**src/design/motor_pins_pkg.sv**
```systemverilog
// Package for the motor pin control front end.
// Assumes a single 25 MHz core clock.
package motor_pins_pkg;

    localparam int CLK_HZ = 25_000_000;
    localparam int PWM_HZ = 25_000;
    localparam int PWM_CYCLES = CLK_HZ / PWM_HZ;
    localparam logic [9:0] PWM_CYCLES_W = 10'(PWM_CYCLES - 1);

    localparam logic [1:0] VSEL_3V3 = 2'h0;
    localparam logic [1:0] VSEL_4V0 = 2'h1;
    localparam logic [1:0] VSEL_5V0 = 2'h2;
    localparam logic [1:0] VSEL_5V7 = 2'h3;
    localparam logic [15:0] ILIM_HI_MA = 16'h0258;
    localparam logic [15:0] ILIM_LO_MA = 16'h0096;
    localparam logic [7:0] SPEED_RST = 8'h00;
    localparam logic [7:0] MON_RST = 8'h00;

    typedef enum logic [1:0] {ST_RUN, ST_SLOW, ST_BRAKE, ST_COAST} drive_state_t;

    typedef struct packed {
        logic brake_ovr_en;
        logic brake_ovr;
        logic dir_ovr_en;
        logic dir_ovr;
        logic brake_align;
        logic [7:0] brake_speed_limit;
        logic alarm_enable;
        logic [1:0] regulator_voltage_select;
        logic regulator_current_limit_select;
        logic supply_handover_disable;
        logic [1:0] monitor_one_variable_address;
        logic [1:0] monitor_two_variable_address;
    } cfg_t;

    typedef struct packed {
        logic low_side_brake;
        logic align_brake;
        logic coast;
        logic restart;
        logic [2:0] phase_high;
    } drive_t;

    typedef struct packed {
        logic [1:0] buck_vout;
        logic [15:0] buck_ilim_ma;
        logic handover_on;
    } reg_t;

endpackage

```
**src/design/motor_pin_control.sv**
```systemverilog
// Pin-level control and monitoring front end of a sensorless motor driver.
// Assumes config from an I2C target elsewhere; pins are asynchronous.
`timescale 1ns/1ns
module motor_pin_control
(
    // Clock and reset
    input wire logic clk,
    input wire logic rst_b,
    // Pins
    input wire logic brake_pin,
    input wire logic dir_pin,
    input wire logic drive_disable_input,
    input wire logic speed_wake_active,
    input wire logic [7:0] speed_cmd,
    // Configuration from the I2C target
    input wire motor_pins_pkg::cfg_t cfg,
    // Core state inputs
    input wire logic [7:0] motor_speed,
    input wire logic [7:0] duty_out,
    input wire logic fault_actionable,
    input wire logic fault_report_only,
    // Drive outputs
    output motor_pins_pkg::drive_t drive,
    output logic [7:0] speed_out,
    output logic sleep_req,
    output logic wake_req,
    // Monitoring outputs
    output logic [7:0] monitor_output_one,
    output logic [7:0] monitor_output_two,
    output logic speed_pulse_output,
    output logic fault_indicator_n,
    output logic alarm_out,
    output logic alarm_oe,
    // Regulator settings
    output motor_pins_pkg::reg_t regulator
);
    import motor_pins_pkg::*;

    // Pin synchronisers
    logic [2:0] sync1_ff, sync2_ff, nxt_sync1, nxt_sync2;
    always_comb begin
        nxt_sync1 = {brake_pin, dir_pin, drive_disable_input};
        nxt_sync2 = sync1_ff;
    end
    always_ff @(posedge clk or negedge rst_b) begin
        if (!rst_b) begin
            sync1_ff <= 3'h0;
            sync2_ff <= 3'h0;
        end else begin
            sync1_ff <= nxt_sync1;
            sync2_ff <= nxt_sync2;
        end
    end

    logic brake_eff, dir_eff, off_s;
    assign brake_eff = cfg.brake_ovr_en ? cfg.brake_ovr : sync2_ff[2];
    assign dir_eff = cfg.dir_ovr_en ? cfg.dir_ovr : sync2_ff[1];
    assign off_s = sync2_ff[0];

    // Drive state machine
    drive_state_t st_ff, nxt_st;
    logic [7:0] spd_ff, nxt_spd;
    logic restart_ff, nxt_restart;
    always_comb begin
        nxt_st = st_ff;
        nxt_spd = spd_ff;
        nxt_restart = 1'b0;
        case (st_ff)
            ST_RUN: begin
                nxt_spd = speed_cmd;
                if (off_s) begin
                    nxt_st = ST_COAST;
                end else if (brake_eff) begin
                    nxt_st = ST_SLOW;
                end
            end
            ST_SLOW: begin
                if (off_s) begin
                    nxt_st = ST_COAST;
                end else if (!brake_eff) begin
                    nxt_st = ST_RUN;
                end else if (spd_ff > cfg.brake_speed_limit) begin
                    nxt_spd = spd_ff - 8'h01;
                end else begin
                    nxt_st = ST_BRAKE;
                end
            end
            ST_BRAKE: begin
                nxt_spd = 8'h00;
                if (off_s) begin
                    nxt_st = ST_COAST;
                end else if (!brake_eff) begin
                    nxt_st = ST_RUN;
                end
            end
            ST_COAST: begin
                nxt_spd = 8'h00;
                if (!off_s) begin
                    nxt_st = ST_RUN;
                    nxt_restart = 1'b1;
                end
            end
            default: nxt_st = ST_RUN;
        endcase
    end
    always_ff @(posedge clk or negedge rst_b) begin
        if (!rst_b) begin
            st_ff <= ST_RUN;
            spd_ff <= SPEED_RST;
            restart_ff <= 1'b0;
        end else begin
            st_ff <= nxt_st;
            spd_ff <= nxt_spd;
            restart_ff <= nxt_restart;
        end
    end

    // Commutation step counter, advanced each PWM cycle except in coast and brake
    logic [9:0] pwm_cnt_ff, nxt_pwm_cnt;
    logic [1:0] step_ff, nxt_step;
    logic pwm_tick;
    assign pwm_tick = (pwm_cnt_ff == PWM_CYCLES_W);
    always_comb begin
        nxt_pwm_cnt = pwm_tick ? 10'h000 : pwm_cnt_ff + 10'h001;
        nxt_step = step_ff;
        if (pwm_tick && st_ff != ST_COAST && st_ff != ST_BRAKE) begin
            nxt_step = (step_ff == 2'h2) ? 2'h0 : step_ff + 2'h1;
        end
    end
    always_ff @(posedge clk or negedge rst_b) begin
        if (!rst_b) begin
            pwm_cnt_ff <= 10'h000;
            step_ff <= 2'h0;
        end else begin
            pwm_cnt_ff <= nxt_pwm_cnt;
            step_ff <= nxt_step;
        end
    end

    logic [2:0] phase;
    always_comb begin
        case (step_ff)
            2'h0: phase = 3'h1;
            2'h1: phase = dir_eff ? 3'h2 : 3'h4;
            2'h2: phase = dir_eff ? 3'h4 : 3'h2;
            default: phase = 3'h1;
        endcase
    end

    assign drive.coast = (st_ff == ST_COAST);
    assign drive.low_side_brake = (st_ff == ST_BRAKE) && !cfg.brake_align;
    assign drive.align_brake = (st_ff == ST_BRAKE) && cfg.brake_align;
    assign drive.restart = restart_ff;
    assign drive.phase_high = (st_ff == ST_COAST || st_ff == ST_BRAKE) ? 3'h0 : phase;
    assign speed_out = spd_ff;
    assign sleep_req = !speed_wake_active;
    assign wake_req = speed_wake_active;

    // Monitor outputs
    logic [7:0] mon1_ff, mon2_ff, nxt_mon1, nxt_mon2;
    function automatic logic [7:0] mon_sel(input logic [1:0] a, input logic [7:0] s,
                                           input logic [7:0] m, input logic [7:0] d);
        case (a)
            2'h0: mon_sel = s;
            2'h1: mon_sel = m;
            2'h2: mon_sel = d;
            default: mon_sel = {6'h00, st_ff};
        endcase
    endfunction
    always_comb begin
        nxt_mon1 = mon1_ff;
        nxt_mon2 = mon2_ff;
        if (pwm_tick) begin
            nxt_mon1 = mon_sel(cfg.monitor_one_variable_address, spd_ff, motor_speed,
                               duty_out);
            nxt_mon2 = mon_sel(cfg.monitor_two_variable_address, spd_ff, motor_speed,
                               duty_out);
        end
    end
    always_ff @(posedge clk or negedge rst_b) begin
        if (!rst_b) begin
            mon1_ff <= MON_RST;
            mon2_ff <= MON_RST;
        end else begin
            mon1_ff <= nxt_mon1;
            mon2_ff <= nxt_mon2;
        end
    end
    assign monitor_output_one = mon1_ff;
    assign monitor_output_two = mon2_ff;

    // Speed pulses: phase accumulator stepping by motor speed
    logic [15:0] acc_ff, nxt_acc;
    logic fg_ff, nxt_fg;
    always_comb begin
        nxt_acc = acc_ff + {8'h00, motor_speed};
        nxt_fg = acc_ff[15];
    end
    always_ff @(posedge clk or negedge rst_b) begin
        if (!rst_b) begin
            acc_ff <= 16'h0000;
            fg_ff <= 1'b0;
        end else begin
            acc_ff <= nxt_acc;
            fg_ff <= nxt_fg;
        end
    end
    assign speed_pulse_output = fg_ff;

    // Fault reporting
    logic fault_n_ff, alarm_ff, nxt_fault_n, nxt_alarm;
    always_comb begin
        if (cfg.alarm_enable) begin
            nxt_alarm = fault_actionable || fault_report_only;
            nxt_fault_n = !fault_actionable;
        end else begin
            nxt_alarm = 1'b0;
            nxt_fault_n = !(fault_actionable || fault_report_only);
        end
    end
    always_ff @(posedge clk or negedge rst_b) begin
        if (!rst_b) begin
            fault_n_ff <= 1'b1;
            alarm_ff <= 1'b0;
        end else begin
            fault_n_ff <= nxt_fault_n;
            alarm_ff <= nxt_alarm;
        end
    end
    assign fault_indicator_n = fault_n_ff;
    assign alarm_out = alarm_ff;
    assign alarm_oe = cfg.alarm_enable;

    // Regulator settings
    assign regulator.buck_vout = cfg.regulator_voltage_select;
    assign regulator.buck_ilim_ma = cfg.regulator_current_limit_select ?
        ILIM_LO_MA : ILIM_HI_MA;
    assign regulator.handover_on = !cfg.supply_handover_disable &&
        (cfg.regulator_voltage_select == VSEL_5V0 ||
         cfg.regulator_voltage_select == VSEL_5V7);

    // Checks
    property p_brake_hold;
        @(posedge clk) disable iff (!rst_b)
        (st_ff == ST_BRAKE && brake_eff && !off_s) |=> st_ff == ST_BRAKE;
    endproperty
    a_brake_hold: assert property (p_brake_hold) else $error("brake left early");
    property p_brake_type;
        @(posedge clk) disable iff (!rst_b)
        st_ff == ST_BRAKE |-> drive.align_brake == cfg.brake_align;
    endproperty
    a_brake_type: assert property (p_brake_type) else $error("brake type wrong");
    property p_slow;
        @(posedge clk) disable iff (!rst_b)
        $rose(st_ff == ST_BRAKE) |-> speed_out <= cfg.brake_speed_limit;
    endproperty
    a_slow: assert property (p_slow) else $error("braked above limit");
    property p_coast;
        @(posedge clk) disable iff (!rst_b)
        $rose(off_s) |-> ##[1:2] drive.coast && drive.phase_high == 3'h0;
    endproperty
    a_coast: assert property (p_coast) else $error("no coast");
    property p_restart;
        @(posedge clk) disable iff (!rst_b)
        (st_ff == ST_COAST && !off_s) |=> drive.restart;
    endproperty
    a_restart: assert property (p_restart) else $error("no restart");
    property p_fault;
        @(posedge clk) disable iff (!rst_b)
        (!cfg.alarm_enable && fault_report_only) |=> !fault_indicator_n;
    endproperty
    a_fault: assert property (p_fault) else $error("fault not shown");
    property p_ro;
        @(posedge clk) disable iff (!rst_b)
        (cfg.alarm_enable && fault_report_only && !fault_actionable)
            |=> fault_indicator_n && alarm_out;
    endproperty
    a_ro: assert property (p_ro) else $error("report-only wrong");
    property p_mon;
        @(posedge clk) disable iff (!rst_b)
        !pwm_tick |=> $stable(monitor_output_one) && $stable(monitor_output_two);
    endproperty
    a_mon: assert property (p_mon) else $error("monitor changed off tick");
    property p_ho;
        @(posedge clk) disable iff (!rst_b)
        regulator.handover_on |-> cfg.regulator_voltage_select[1];
    endproperty
    a_ho: assert property (p_ho) else $error("handover at low voltage");
    c_brake: cover property (@(posedge clk) st_ff == ST_SLOW ##1 st_ff == ST_BRAKE);
    c_coast: cover property (@(posedge clk) st_ff == ST_COAST ##1 drive.restart);
    c_alarm: cover property (@(posedge clk) alarm_out && !fault_indicator_n);
endmodule

```
**config.mk**
```make
export PLATFORM = sky130hd
export DESIGN_NAME = motor_pin_control
export DESIGN_NICKNAME = d
export VERILOG_FILES = /design/src/design/motor_pins_pkg.sv /design/src/design/motor_pin_control.sv
export SDC_FILE = /design/constraint.sdc
export NUM_CORES = 1
export LEC_CHECK = 0
export CORE_ASPECT_RATIO = 0.9
export CORE_MARGIN = 1.5
export CORE_UTILIZATION = 55
export CTS_BUF_LIST = sky130_fd_sc_hd__clkbuf_8
export CTS_CLUSTER_SIZE = 28
export DETAILED_ROUTE_END_ITERATION = 8
export DONT_BUFFER_PORTS = 1
export GPL_TIMING_DRIVEN = 0
export PLACE_DENSITY = 0.7
export SYNTH_ARGS = -nofsm -noshare
export SYNTH_HDL_FRONTEND = slang
export SYNTH_SLANG_ARGS = --single-unit
```
**constraint.sdc**
```tcl
create_clock -name clk -period 2.9 [get_ports clk]
set_input_delay 0.29 -clock clk [delete_from_list [all_inputs] [get_ports clk]]
set_output_delay 0.29 -clock clk [all_outputs]
set_load 0.01 [all_outputs]
```
==> results.yml, run 1 <==
synthesis:
  synth_cells: 354
  synth.most_common_cell: "dfrtp_1"
  synth_edf_count: 0
  synth_common_cells: "dfrtp_1 (63), nor2_1 (52), a21oi_1 (30)"
  synthTopCellsByArea: "dfrtp_1 (44%), ha_1 (7.6%), nor2_1 (5.4%)"
  async_flop_share_pct: 100
  yosysUniqueCellTypes: 49
  ys_warn_count: 0
  syn-cell-area_mm2: 0.00362
  synth-seq-cells: 64
  synthFlopType: "dfrtp_1"
  synth_top_cell_by_area: "dfrtp_1"
  ys_seq_area_share_pct: 44.2
  synth_top_cell_area_share_pct: 43.5
  synth.avg_cell_area_um2: 10.2
floorplan:
  rows: 27
  core_area_mm2: 0.00625
  die_w_um: 88.6
  dieHeight_um: 80
  dieArea_mm2: 0.00708
  boundaryPins: 110
  initial_core_util_pct: 58.0
routing:
  num_vias: 2591
  drc_errors: 0
  drt-vias-per-instance: 5.49
  first_pass_iters: 4
  drt-initial-drc-count: 136
  drt_wl_total_um: 7730
  met3_length_um: 664
  wl_met1_um: 3430
  route.met2.wl_um: 3520
  ant_nets: 0
  routedWlPerCell_um: 16.4
  top_layer_used: "met4"
setup_path:
  crit_path_end_kind: "flop"
  cp_max_fo: 7
  worst-r2r-setup-slack_ns: 0.18
  cp.required_ns: 3.14
  path_class: "reg2reg"
  start_kind: "flop"
  cp.arrival_ns: 2.96
power:
  leakagePower_nw: 1.85
  ir_drop_mv: 0.347
  total_power_mw: 2.56
  power_density_mw_per_mm2: 634
sta:
  fin_ws_ns: 0.182
  fin_crit_sh_pct: 93.7
  tightest_slew_ns: 0.663
  final_max_slew_viol_count: 0
  fmax_mhz: 368
  fin_setup_tns_ns: 0
  setup-violations-final: 0
  clock_skew_ns: 0.0105
  slew_headroom_pct: 55.8
  rsz0062_at_grt: "false"
  hold_viol_final: 0
  fin_crit_ns: 2.72
hold_path:
  hold_class: "in2reg"
clocking:
  cts.sink_count: 64
  clkSlewWorstSetupHoldPaths_ns: 0.07
  cts_buffers: 9
  clock-root-buffer: "clkbuf_8"
  postCtsSetupRepairBufs: 0
  cts_tree: "built"
  clk-insertion-delay-late_ns: 0.34
  ctsHtreeMaxLevel: 3
  max-clock-path-buffers: 2
  hold_buffers: 7
  cts_resized: 0
global_route:
  overflow: 0
  grt_pass1_wl_um: 12400
  grt_max_degree: 65
  grt.total_usage_pct: 23.8
  grt_pass1_vias: 2550
  antenna_found_initial: 0
cells_and_area:
  multi_input_area_mm2: 0.00180
  final.fill_count: 514
  final_nets: 457
  seq_area_mm2: 0.00160
  areaGrowthSynthToFinish_pct: 11.5
  antenna_cells: 0
  drive_above_1_share_pct: 13.5
placed_design:
  detailed_place_hpwl_um: 5640
  place_ws_ns: 0.267
  numPortBuffers: 0
  routabilityCongestion: 0.862
run_status:
  status: "finished, final reports clean"
job:
  cap_violations: 0
[kinds of logic after synthesis]
kind of cell	count (synthesis)	synth area share, %
muxes	25	8.56
AOI/OAI and AO/OA	64	11.6
and+or+nand+nor	102	13.7
other	2	0.207
adders and majority gates	23	8.15
DFF	64	44.2
buffers and inverters	47	6.94
xor gates and xnor gates	27	6.53
[placed cells by master (no fill, tap or decap), types with 4 or more instances in the layout]
cell type,n
conb_1,10
dlygate4sd3_1,6
mux2_2,4
mux4_2,4
dfrtp_1,63
nor2_1,52
nor3_1,5
clkbuf_1,9
nand2_1,8
buf_4,20
nor2b_1,6
inv_1,17
a211oi_1,8
clkbuf_8,10
a21o_1,4
nor3b_1,5
and3_1,4
ha_1,22
a21oi_1,30
xor2_1,17
mux2i_1,16
nand3_1,8
o21ai_0,7
xnor2_1,10
[layer usage]
layer / up-vias / track usage [%]
met4: 0 / 6.88
met3: 10 / 9.72
met5: - / 0
met2: 88 / 35.5
met1: 1241 / 31.8
li1: 1252 / -
[layout make-up]
type / count / share of cell area, %
repair buffers: 7 / 2.17
well taps: 87 / 2.69
inverters: 15 / 1.39
clock inverters: 6 / 1.30
plain buffers: 32 / 4.83
multi-input cells: 251 / 44.5
clock buffers: 10 / 3.41
flip-flops and latches: 64 / 39.7
[report_power, final]
group / switching, mW / internal [mW] / leakage (nW)
Sequential: 0.0957 / 1.02 / 0.757
Combinational: 0.374 / 0.320 / 0.984
Clock: 0.343 / 0.410 / 0.108
Total: 0.813 / 1.75 / 1.85
[flip-flops by register name, summed over array words and instances, names as in the netlist, 2 cells and up]
signal,flops
monitor_output_two,8
acc_ff,16
monitor_output_one,8
pwm_cnt_ff,10
speed_out,8
step_ff,2
st_ff,2
nxt_sync2,3
sync2_ff,3
[per-stage QoR]
stage	cells	util [%]	hold WS, ns	instance area [µm²]
floorplan	362	-	-0.00559	3650
global placement	449	60.2	-0.00398	3760
detailed placement	449	60.2	-0.00376	3760
CTS	472	64.6	0.0532	4040
global route	472	64.6	0.0715	4040
finish	472	64.6	0.0665	4040
[critical path: stages, from the launching register on]
cell       delay (ns)
dfrtp_1          0.57
ha_1             0.32
nand4_1          0.19
nor3_1           0.13
a2111oi_4        0.47
nand4_2          0.19
or4_1            0.44
a311oi_1         0.30
[path summary, 6_finish.rpt]
check / from / endpoint / depth (start not counted)
setup / recovery: speed_out[6] / speed_out[7] / 7
hold / removal: cfg[8] / alarm_out / 2
setup reg to reg: speed_out[6] / speed_out[7] / 7
hold reg to reg: nxt_sync2[2] / sync2_ff[2] / 0
max in group asynchronous: rst_b / fault_indicator_n / 2
min in group asynchronous: rst_b / speed_out[1] / 2
No activity file was read; power rests on OpenSTA's default activity.
==> inputs of run 2 (changes only) <==
Settings changed: CELL_PAD_IN_SITES_DETAIL_PLACEMENT from default to 1, CELL_PAD_IN_SITES_GLOBAL_PLACEMENT from default to 2, CORE_UTILIZATION 55 to 40, PLACE_DENSITY 0.7 to default, PLACE_DENSITY_LB_ADDON from default to 0.1.
==> results.yml, run 2 (synthesis gave the netlist of run 1 again) <==
sta:
  fmax_mhz: 367
  tightest_slew_ns: 0.626
  setup-violations-final: 0
  hold_viol_final: 0
  final_max_slew_viol_count: 0
  fin_crit_ns: 2.73
  holdWs_ns: 0.0725
  rsz0062_at_grt: "false"
  fin_crit_sh_pct: 94.0
  clock_skew_ns: 0.00666
  fin_setup_tns_ns: 0
  slew_headroom_pct: 58.2
hold_path:
  hold_class: "in2reg"
  hp-start: "fault_actionable"
placed_design:
  numPortBuffers: 0
  placed_cells: 481
  routabilityCongestion: 0.800
  detailed_place_hpwl_um: 6510
clocking:
  clock-root-buffer: "clkbuf_8"
  clk-insertion-delay-late_ns: 0.34
  clkSlewWorstSetupHoldPaths_ns: 0.07
  cts.sink_count: 64
  ctsHtreeMaxLevel: 3
  cts_buffers: 9
  max-clock-path-buffers: 2
  cts_tree: "built"
  postCtsSetupRepairBufs: 0
floorplan:
  die_w_um: 103
  initial_core_util_pct: 41.7
  boundaryPins: 110
  rows: 32
  dieHeight_um: 93.3
  core_area_mm2: 0.00869
  dieArea_mm2: 0.00964
setup_path:
  crit_path_start: "speed_out[6]"
  cp_slowest_stage_delay_ns: 0.55
  start_kind: "flop"
  cp.arrival_ns: 2.97
  critical-path-top-delay-family: "simple AND/OR/NAND/NOR gates"
  crit_slowest_cell: "dfrtp_1"
  cp.required_ns: 3.15
  path_buf_inv: 0
  worstReg2RegStart: "speed_out[6]"
  crit_path_end_kind: "flop"
  path_class: "reg2reg"
  cp_max_fo: 7
  crit_chain: "ha_1 -> nand4_1 -> nor3_1 -> a2111oi_4 -> nand4_2 -> or4_1 -> a311oi_1"
cells_and_area:
  final_nets: 457
  areaGrowthSynthToFinish_pct: 12.2
  final_common_cell: "dfrtp_1"
  final.fill_count: 1003
  drive_above_1_share_pct: 14.3
  antenna_cells: 0
  fin_cells: 504
  largest_reg_flops: 16
  final_cell_mix: "dfrtp_1 (62), nor2_1 (52), a21oi_1 (30)"
  regMostFlops: "acc_ff"
  top_regs: "acc_ff (16), pwm_cnt_ff (10)"
global_route:
  antenna_found_initial: 0
  grt.total_usage_pct: 19.3
  grt_max_degree: 65
  overflow: 0
  grt_pass1_vias: 2672
  grt_pass1_wl_um: 13800
routing:
  drt-vias-per-instance: 5.22
  drt-initial-drc-count: 60
  drc_errors: 0
  routedWlPerCell_um: 17.3
  ant_nets: 0
  first_pass_iters: 4
  num_vias: 2629
  drt_wl_total_um: 8720
power:
  power_density_mw_per_mm2: 611
  total_power_mw: 2.48
  leakagePower_nw: 1.83
  ir_drop_mv: 0.376
run_status:
  status: "finished, final reports clean"
job:
  cap_violations: 0
[run 2: changes by cell type in the layout (fill, tap and decap cells not counted), sizes merged]
cell / change
clkinv: +1
inv: -2
clkinvlp: +2
bufinv: -1
[run 2: path summary, 6_finish.rpt]
kind	to	slack [ns]	cells past startpoint
max in group asynchronous	fault_indicator_n	2.10	2
setup / recovery	speed_out[7]	0.17	7
hold / removal	alarm_out	0.07	2
setup reg to reg	speed_out[7]	0.17	7
min in group asynchronous	speed_out[4]	0.49	2
hold reg to reg	sync2_ff[0]	0.35	0
[run 2: through the flow]
stage | utilization, % | setup WS [ns] | cell area, µm²
after floorplan | - | 0.563 | 3650
after global placement | 43.8 | 0.182 | 3800
after global routing | 46.8 | 0.000160 | 4060
after CTS | 46.8 | 0.140 | 4060
after detailed placement | 43.8 | 0.167 | 3800
final | 46.8 | 0.173 | 4060
[run 2: routing by layer]
| layer | global-route usage [%] | wire length (µm) | share of wire (%) | up-vias |
|---|---|---|---|---|
| met5 | 0 | 0 | 0 | - |
| met4 | 6.19 | 120 | 1.4 | 0 |
| met3 | 7.55 | 675 | 7.7 | 12 |
| met2 | 29.4 | 4000 | 46 | 71 |
| met1 | 25.0 | 3920 | 45 | 1302 |
| li1 | - | - | - | 1244 |
[run 2: timing repair]
| action | 4_1_cts | 5_1_grt |
|---|---|---|
| endpoints found under the setup margin | 0 | 1 |
| hold endpoints to repair | 68 | 0 |
| resized for setup | 0 | 1 |
| hold buffers | 7 | 0 |
[run 2: where the power goes]
part / switching, mW / total [mW] / internal, mW
Clock: 0.348 / 0.675 / 0.326
Combinational: 0.376 / 0.697 / 0.321
Sequential: 0.0920 / 1.11 / 1.02
Total: 0.816 / 2.48 / 1.67
[run 2: cell type report]
| class | count | area [µm²] | area share (%) |
|---|---|---|---|
| clock inverters | 6 | 35.0 | 0.862 |
| flip-flops and latches | 64 | 1600 | 39.5 |
| clock buffers | 10 | 138 | 3.39 |
| multi-input cells | 251 | 1800 | 44.3 |
| well taps | 119 | 149 | 3.66 |
| plain buffers | 32 | 195 | 4.80 |
| inverters | 15 | 56.3 | 1.39 |
| repair buffers | 7 | 87.6 | 2.16 |
